`config.mk`:
```
export PLATFORM = sky130hd
export DESIGN_NAME = pfd_config
export DESIGN_NICKNAME = d
export VERILOG_FILES = /design/src/pfd_pkg.sv /design/src/pfd_config.sv
export SDC_FILE = /design/constraint.sdc
export NUM_CORES = 1
export LEC_CHECK = 0
export BUFFER_PORTS_ARGS = -buffer_cell sky130_fd_sc_hd__buf_2
export CAP_MARGIN = 20
export CORE_ASPECT_RATIO = 1.75
export CORE_UTILIZATION = 30
export CTS_BUF_LIST = sky130_fd_sc_hd__clkbuf_4 sky130_fd_sc_hd__clkbuf_8
export DETAILED_ROUTE_END_ITERATION = 10
export GPL_ROUTABILITY_DRIVEN = 0
export SLEW_MARGIN = 0
export SYNTH_ARGS = -nofsm -noshare
export SYNTH_HDL_FRONTEND = slang
export SYNTH_SLANG_ARGS = --single-unit
```
`constraint.sdc`:
```
create_clock -name clock -period 2.5 [get_ports clock]
set_input_delay 0.625 -clock clock [delete_from_list [all_inputs] [get_ports clock]]
set_output_delay 0.625 -clock clock [all_outputs]
set_load 0.01 [all_outputs]
```
`src/pfd_pkg.sv`:
```
// package: register map, field layout and reset values of the clock multiplier configuration block
package pfd_pkg;
    // register indices count words: byte address is four times the index
    localparam logic [15:0] IDX_SOFT_RESET = 16'hE890;
    localparam logic [15:0] IDX_FEEDBACK = 16'hF000;
    localparam logic [15:0] IDX_PRESCALE = 16'hF001;
    localparam logic [15:0] IDX_CLK_SOURCE = 16'hF002;
    localparam logic [15:0] IDX_MULT_ENABLE = 16'hF003;
    localparam logic [15:0] IDX_MCLK_OUT = 16'hF005;
    localparam logic [15:0] IDX_PAGE_SELECT = 16'hF899;
    localparam int ADDR_W = 18;
    localparam int FB_W = 7;
    localparam int PS_W = 2;
    localparam int MO_W = 8;
    localparam logic [FB_W-1:0] RST_FEEDBACK = 7'h60;
    localparam logic [PS_W-1:0] RST_PRESCALE = 2'h0;
    localparam logic RST_CLK_SOURCE = 1'b0;
    localparam logic RST_MULT_ENABLE = 1'b0;
    localparam logic [MO_W-1:0] RST_MCLK_OUT = 8'h00;
    localparam logic RST_SOFT_RESET = 1'b0;
    localparam logic RST_PAGE_SELECT = 1'b0;
    localparam logic [31:0] READ_UNMAPPED = 32'h00000000;
    // settings carried together to the clock generator
    typedef struct packed {
        logic [FB_W-1:0] feedback;
        logic [PS_W-1:0] prescale;
        logic clk_source;
        logic [MO_W-1:0] mclk_out;
    } pfd_setting_t;
    localparam pfd_setting_t RST_SETTING = '{RST_FEEDBACK, RST_PRESCALE, RST_CLK_SOURCE, RST_MCLK_OUT};
endpackage

```
`src/pfd_config.sv`:
```
// clock multiplier configuration registers with pending and active settings
// Operation
// - seven bit feedback divider in low bits
// - divider code is plain unsigned multiplication factor
// - reset loads divider with hex 60
// - written divider stays pending until enable rises
// - multiplied clock drives core and digital blocks
// - two bit prescale code divides master clock
// - one bit selects crystal or multiplier clock
// - enable low: no lock, no clock output
// - enable rise activates all pending settings together
//
// The Avalon-MM register port was left to the implementer.
module pfd_config (
    input wire logic clock,
    input wire logic srst,
    input wire logic [pfd_pkg::ADDR_W-1:0] avs_address,
    input wire logic avs_read,
    input wire logic avs_write,
    input wire logic [31:0] avs_writedata,
    input wire logic [3:0] avs_byteenable,
    output logic [31:0] avs_readdata,
    output logic avs_waitrequest,
    output pfd_pkg::pfd_setting_t active_setting,
    output logic mult_run,
    output logic core_clock_from_mult,
    output logic soft_reset,
    output logic upper_page_select
);
    import pfd_pkg::*;

    pfd_setting_t pending;
    logic mult_enable;
    logic mult_enable_prev;
    logic answered;
    logic [15:0] index;
    logic word_ok;
    logic access;
    logic do_write;
    logic [31:0] next_readdata;

    // one wait cycle per access keeps read data registered
    assign access = (avs_read | avs_write) & ~answered;
    // a write lands only on the edge that sees waitrequest low
    assign do_write = avs_write & ~avs_waitrequest;
    assign index = avs_address[17:2];
    assign word_ok = (avs_address[1:0] == 2'h0);

    always_ff @(posedge clock)
    begin
        if (srst)
            answered <= 1'b0;
        else
            answered <= access;
    end

    always_ff @(posedge clock)
    begin
        if (srst)
            avs_waitrequest <= 1'b1;
        else
            avs_waitrequest <= ~access;
    end

    // upper bits are never stored, so reads return zero there
    always_comb
    begin
        next_readdata = READ_UNMAPPED;
        if (word_ok)
        begin
            unique case (index)
                IDX_FEEDBACK: next_readdata[FB_W-1:0] = pending.feedback;
                IDX_PRESCALE: next_readdata[PS_W-1:0] = pending.prescale;
                IDX_CLK_SOURCE: next_readdata[0] = pending.clk_source;
                IDX_MULT_ENABLE: next_readdata[0] = mult_enable;
                IDX_MCLK_OUT: next_readdata[MO_W-1:0] = pending.mclk_out;
                IDX_SOFT_RESET: next_readdata[0] = soft_reset;
                IDX_PAGE_SELECT: next_readdata[0] = upper_page_select;
                default: next_readdata = READ_UNMAPPED;
            endcase
        end
    end

    always_ff @(posedge clock)
    begin
        if (srst)
            avs_readdata <= READ_UNMAPPED;
        else if (avs_read & ~answered)
            avs_readdata <= next_readdata;
    end

    // pending settings: software view, clock generator untouched
    always_ff @(posedge clock)
    begin
        if (srst)
            pending <= RST_SETTING;
        else if (do_write & word_ok & avs_byteenable[0])
        begin
            if (index == IDX_FEEDBACK)
                pending.feedback <= avs_writedata[FB_W-1:0];
            if (index == IDX_PRESCALE)
                pending.prescale <= avs_writedata[PS_W-1:0];
            if (index == IDX_CLK_SOURCE)
                pending.clk_source <= avs_writedata[0];
            if (index == IDX_MCLK_OUT)
                pending.mclk_out <= avs_writedata[MO_W-1:0];
        end
    end

    // enable bit: only its rising edge releases the pending settings
    always_ff @(posedge clock)
    begin
        if (srst)
            mult_enable <= RST_MULT_ENABLE;
        else if (do_write & word_ok & avs_byteenable[0] && index == IDX_MULT_ENABLE)
            mult_enable <= avs_writedata[0];
    end

    always_ff @(posedge clock)
    begin
        if (srst)
            soft_reset <= RST_SOFT_RESET;
        else if (do_write & word_ok & avs_byteenable[0] && index == IDX_SOFT_RESET)
            soft_reset <= avs_writedata[0];
    end

    always_ff @(posedge clock)
    begin
        if (srst)
            upper_page_select <= RST_PAGE_SELECT;
        else if (do_write & word_ok & avs_byteenable[0] && index == IDX_PAGE_SELECT)
            upper_page_select <= avs_writedata[0];
    end

    always_ff @(posedge clock)
    begin
        if (srst)
            mult_enable_prev <= RST_MULT_ENABLE;
        else
            mult_enable_prev <= mult_enable;
    end

    // only a rising enable copies; a held-high enable ignores later writes
    always_ff @(posedge clock)
    begin
        if (srst)
            active_setting <= RST_SETTING;
        else if (mult_enable & ~mult_enable_prev)
            active_setting <= pending;
    end

    // generator runs only while enabled; dependents idle otherwise
    always_ff @(posedge clock)
    begin
        if (srst)
            mult_run <= 1'b0;
        else
            mult_run <= mult_enable;
    end

    // core clock mux select: multiplied clock only when generator runs
    always_ff @(posedge clock)
    begin
        if (srst)
            core_clock_from_mult <= 1'b0;
        else
            core_clock_from_mult <= mult_enable & active_setting.clk_source;
    end

    // assertions
    logic rise_q;
    always_ff @(posedge clock)
    begin
        if (srst)
            rise_q <= 1'b0;
        else
            rise_q <= mult_enable & ~mult_enable_prev;
    end

    property p_reset_value;
        @(posedge clock) $fell(srst) |-> active_setting.feedback == RST_FEEDBACK && pending.feedback == RST_FEEDBACK;
    endproperty
    a_reset_value: assert property (p_reset_value) else $error("feedback not 0x60 after reset");

    property p_pending_hold;
        @(posedge clock) disable iff (srst)
        !(mult_enable & ~mult_enable_prev) |=> $stable(active_setting);
    endproperty
    a_pending_hold: assert property (p_pending_hold) else $error("active setting changed without enable rise");

    property p_activate;
        @(posedge clock) disable iff (srst)
        (mult_enable & ~mult_enable_prev) |=> active_setting == $past(pending);
    endproperty
    a_activate: assert property (p_activate) else $error("pending settings not activated");

    property p_feedback_write;
        @(posedge clock) disable iff (srst)
        (do_write & word_ok & avs_byteenable[0] && index == IDX_FEEDBACK)
        |=> pending.feedback == $past(avs_writedata[6:0]);
    endproperty
    a_feedback_write: assert property (p_feedback_write) else $error("feedback write lost");

    property p_reserved_zero;
        @(posedge clock) disable iff (srst)
        (avs_read & ~answered & word_ok && index == IDX_FEEDBACK) |=> avs_readdata[31:7] == 25'h0;
    endproperty
    a_reserved_zero: assert property (p_reserved_zero) else $error("reserved bits read nonzero");

    property p_run_follows;
        @(posedge clock) disable iff (srst)
        !mult_enable |=> !mult_run ##1 !core_clock_from_mult || mult_enable;
    endproperty
    a_run_follows: assert property (p_run_follows) else $error("clock runs while disabled");

    property p_source_select;
        @(posedge clock) disable iff (srst)
        rise_q |=> core_clock_from_mult == (mult_enable & active_setting.clk_source);
    endproperty
    a_source_select: assert property (p_source_select) else $error("core clock source wrong");

    property p_prescale_write;
        @(posedge clock) disable iff (srst)
        (do_write & word_ok & avs_byteenable[0] && index == IDX_PRESCALE)
        |=> pending.prescale == $past(avs_writedata[1:0]);
    endproperty
    a_prescale_write: assert property (p_prescale_write) else $error("prescale write lost");

    property p_one_wait;
        @(posedge clock) disable iff (srst)
        $rose(avs_read | avs_write) |-> avs_waitrequest ##1 !avs_waitrequest;
    endproperty
    a_one_wait: assert property (p_one_wait) else $error("waitrequest not one cycle");

    property p_core_clock;
        @(posedge clock) disable iff (srst)
        core_clock_from_mult |-> mult_run;
    endproperty
    a_core_clock: assert property (p_core_clock) else $error("core on multiplied clock while generator idle");

    property p_no_early_write;
        @(posedge clock) disable iff (srst)
        avs_write && avs_waitrequest |=> $stable(pending) && $stable(mult_enable);
    endproperty
    a_no_early_write: assert property (p_no_early_write) else $error("write landed before waitrequest low");

    property p_enable_write;
        @(posedge clock) disable iff (srst)
        (do_write & word_ok & avs_byteenable[0] && index == IDX_MULT_ENABLE)
        |=> mult_enable == $past(avs_writedata[0]);
    endproperty
    a_enable_write: assert property (p_enable_write) else $error("enable write lost");

    property p_source_write;
        @(posedge clock) disable iff (srst)
        (do_write & word_ok & avs_byteenable[0] && index == IDX_CLK_SOURCE)
        |=> pending.clk_source == $past(avs_writedata[0]);
    endproperty
    a_source_write: assert property (p_source_write) else $error("clock source write lost");

    property p_mclk_write;
        @(posedge clock) disable iff (srst)
        (do_write & word_ok & avs_byteenable[0] && index == IDX_MCLK_OUT)
        |=> pending.mclk_out == $past(avs_writedata[MO_W-1:0]);
    endproperty
    a_mclk_write: assert property (p_mclk_write) else $error("master clock output write lost");

    property p_soft_reset_write;
        @(posedge clock) disable iff (srst)
        (do_write & word_ok & avs_byteenable[0] && index == IDX_SOFT_RESET)
        |=> soft_reset == $past(avs_writedata[0]);
    endproperty
    a_soft_reset_write: assert property (p_soft_reset_write) else $error("soft reset write lost");

    property p_reset_quiet;
        @(posedge clock) srst |=> !mult_run && !core_clock_from_mult && avs_waitrequest;
    endproperty
    a_reset_quiet: assert property (p_reset_quiet) else $error("generator not idle in reset");

    property p_run_rise;
        @(posedge clock) disable iff (srst)
        (mult_enable & ~mult_enable_prev) |=> mult_run;
    endproperty
    a_run_rise: assert property (p_run_rise) else $error("generator not started by enable");

    property p_misaligned_read;
        @(posedge clock) disable iff (srst)
        (avs_read & ~answered & ~word_ok) |=> avs_readdata == READ_UNMAPPED;
    endproperty
    a_misaligned_read: assert property (p_misaligned_read) else $error("misaligned read nonzero");

    property p_feedback_read;
        @(posedge clock) disable iff (srst)
        (avs_read & ~answered & word_ok && index == IDX_FEEDBACK)
        |=> avs_readdata[FB_W-1:0] == $past(pending.feedback);
    endproperty
    a_feedback_read: assert property (p_feedback_read) else $error("feedback read wrong");

    property p_prescale_read;
        @(posedge clock) disable iff (srst)
        (avs_read & ~answered & word_ok && index == IDX_PRESCALE)
        |=> avs_readdata == {30'h0, $past(pending.prescale)};
    endproperty
    a_prescale_read: assert property (p_prescale_read) else $error("prescale read wrong");

    c_activate: cover property (@(posedge clock) disable iff (srst) rise_q);
    c_enable_drop: cover property (@(posedge clock) disable iff (srst) $fell(mult_enable));
    c_write_enabled: cover property (@(posedge clock) disable iff (srst) do_write && mult_enable && index == IDX_FEEDBACK);
    c_feedback_change: cover property (@(posedge clock) disable iff (srst) rise_q && active_setting.feedback != RST_FEEDBACK);
    c_mult_clock: cover property (@(posedge clock) disable iff (srst) core_clock_from_mult);
endmodule

```
==> metrics.yaml <==
power.clock.fraction_pct: 40.1
synth_area_leaders: "dfxtp_1 (44%), mux2i_1 (9.5%), buf_4 (8.1%)"
routed_wl_mm: 5.15
fp.coreArea_um2: 7510
p_sw_uw: 343
cts_htree_levels: 2
multiInputGateArea_um2: 1100
worstMarginPinSlew_ns: 0.741
start_util_pct: 30.7
rows: 42
outcome: "finished, final reports clean"
synth_top_cells_by_count: "dfxtp_1 (51), nand2_1 (44), nor2_1 (31)"
worstSetupPathType: "input pin to flop"
yosysSeqAreaShare_pct: 44.3
async_flop_share_pct: 0
cp_max_fo: 8
io_pins: 113
fin_tns_setup_ns: 0
grt_max_degree: 29
viasPerCell: 4.60
drc: 0
start_kind: "input pin"
cts.sinks: 51
worstPathArrival_ns: 2.15
final_nets: 380
clock_latency_ns: 0.31
cp-end-kind: "flop"
finalHoldViolCount: 0
drive_gt1_share_pct: 25.4
pwr-share-comb_pct: 6.0
hp-class: "flop to flop"
dp.cells: 403
netlist_area_um2: 2310
grt_overflow_total: 0
ant_nets: 0
yosys_warnings: 0
synth_edf_count: 0
yosys_register_bits: 51
ctsHoldBuffers: 0
dp_slack_ns: 0.229
ir_drop_v: 0.000224
rsz0062_at_grt: "no"
r2r_slack_ns: 0.70
p_leak_nw: 1.18
ff_latch_area_um2: 1020
min_period_ns: 1.94
yosysTopAreaCellShare_pct: 44.3
syn_area_per_cell_um2: 8.67
max_freq_ghz: 0.515
fp.dieH_um: 118
p_total_mw: 1.51
io_buffers: 61
synth.distinct_cells: 39
slew_viol_final: 0
die_area_um2: 8060
yosysTopAreaCell: "dfxtp_1"
cts_buffer_depth: 2
track_usage_pct: 14.0
synthToLayoutAreaGrowth_pct: 17.8
cts_resized: 0
power_frac_seq_pct: 53.8
grt_pass1_wl_mm: 8.56
synth_cells: 266
final_cells: 411
antenna_found_initial: 0
clk_pin_slew_ns: 0.10
top_regs: "active_setting (18), pending (18), avs_readdata (8)"
finalCritPeriodShare_pct: 77.7
swShare_pct: 22.6
routedWlPerCell_um: 12.5
firstDrtPassIters: 4
synth_most_common_cell: "dfxtp_1"
powerDensity_nw_per_um2: 557
synth_flop_cell: "dfxtp_1"
num_antenna_cells: 0
dp_hpwl_mm: 3.97
cts_setup_buffers: 0
setup_ws_ns: 0.558
fillCellCount: 788
die_w_um: 68.3
drv_cap: 0
finalSetupViolCount: 0
first_iter_violations: 86
tritoncts: "done"
cts_root_buffer: "clkbuf_8"
fin_skew_ns: 0.0108
max_slew_margin_pct: 50.6
power.internal_mw: 1.17
cts_made_buffers: 5
required_ns: 2.71
grt_pass1_vias: 1801
vias: 1891
## power by group through the flow
stage | Clock [mW] | Combinational [mW] | Sequential [mW]
after floorplan | 0 | 0.0797 | 0.835
after global placement | 0 | 0.0906 | 0.835
after detailed placement | 0 | 0.0917 | 0.835
after CTS | 0.625 | 0.0923 | 0.816
after global routing | 0.665 | 0.104 | 0.816
final | 0.608 | 0.0915 | 0.816
## final cells by class
cell class | count | share of cell area (%)
multi-input combinational | 193 | 40.5
sequential | 51 | 37.6
timing repair buffer | 67 | 12.9
tap | 88 | 4.05
clock buffer | 6 | 3.04
clock inverter | 2 | 1.43
inverter | 4 | 0.552
## metrics by stage
step                      cell area, um2  hold slack (ns)  utilization, %
after floorplan                     2390            0.440               -
after CTS                           2720            0.458            36.2
after detailed placement            2600            0.445            34.5
final                               2720            0.454            36.2
after global routing                2720            0.483            36.2
after global placement              2600            0.441            34.5
## layout by cell type (no fill, tap or decap), drive strengths merged
master	netlist	routed
bufinv	0	1
nand3	6	6
nand2b	2	2
nor3b	2	2
and3	3	3
or4	2	2
o41ai	1	1
nor2b	3	3
and4	1	1
and2	2	2
nor2	31	31
mux2	1	1
nor4b	2	2
nand4	4	4
a41o	1	1
o311a	1	1
dfxtp	51	51
inv	4	5
nand2	44	44
a21oi	17	17
clkbuf	11	6
mux2i	22	22
o21ai	3	3
a22o	4	4
nor4	5	5
and4b	2	2
conb	1	24
and3b	1	1
a22oi	6	6
a32oi	1	1
nor3	2	2
buf	30	67
## critical path, stage by stage
cell and delay [ns]:
buf_2 0.11, or4_1 0.68, nor3b_1 0.23, buf_4 0.23
mux2i_1 0.22, nor2_1 0.05
## routing by layer
metal  vias to the layer above  GRT usage (%)  wire, um
met2                        70           22.6      2510
li1                        968              -         -
met1                       848           17.0      2200
met4                         0           6.25       107
met3                         5           3.20       332
met5                         -              0         0
## logic make-up (layout without fill, tap and decap cells)
family	count (synthesis)	in the layout	share of synthesized area [%]
buffers and inverters	45	79	11.8
other	1	24	0.163
muxes	23	23	10.0
and+or+nand+nor	112	112	24.3
AOI/OAI and AO/OA	34	34	9.44
DFF	51	51	44.3
## path summary, 6_finish.rpt
kind                       from            endpoint  cells after the start
max reg2reg     avs_waitrequest          pending[6]                      5
max              avs_address[1]          pending[6]                      6
min          active_setting[10]  active_setting[10]                      2
min reg2reg  active_setting[10]  active_setting[10]                      2
Note: power is estimated with default switching activity, not from simulation.
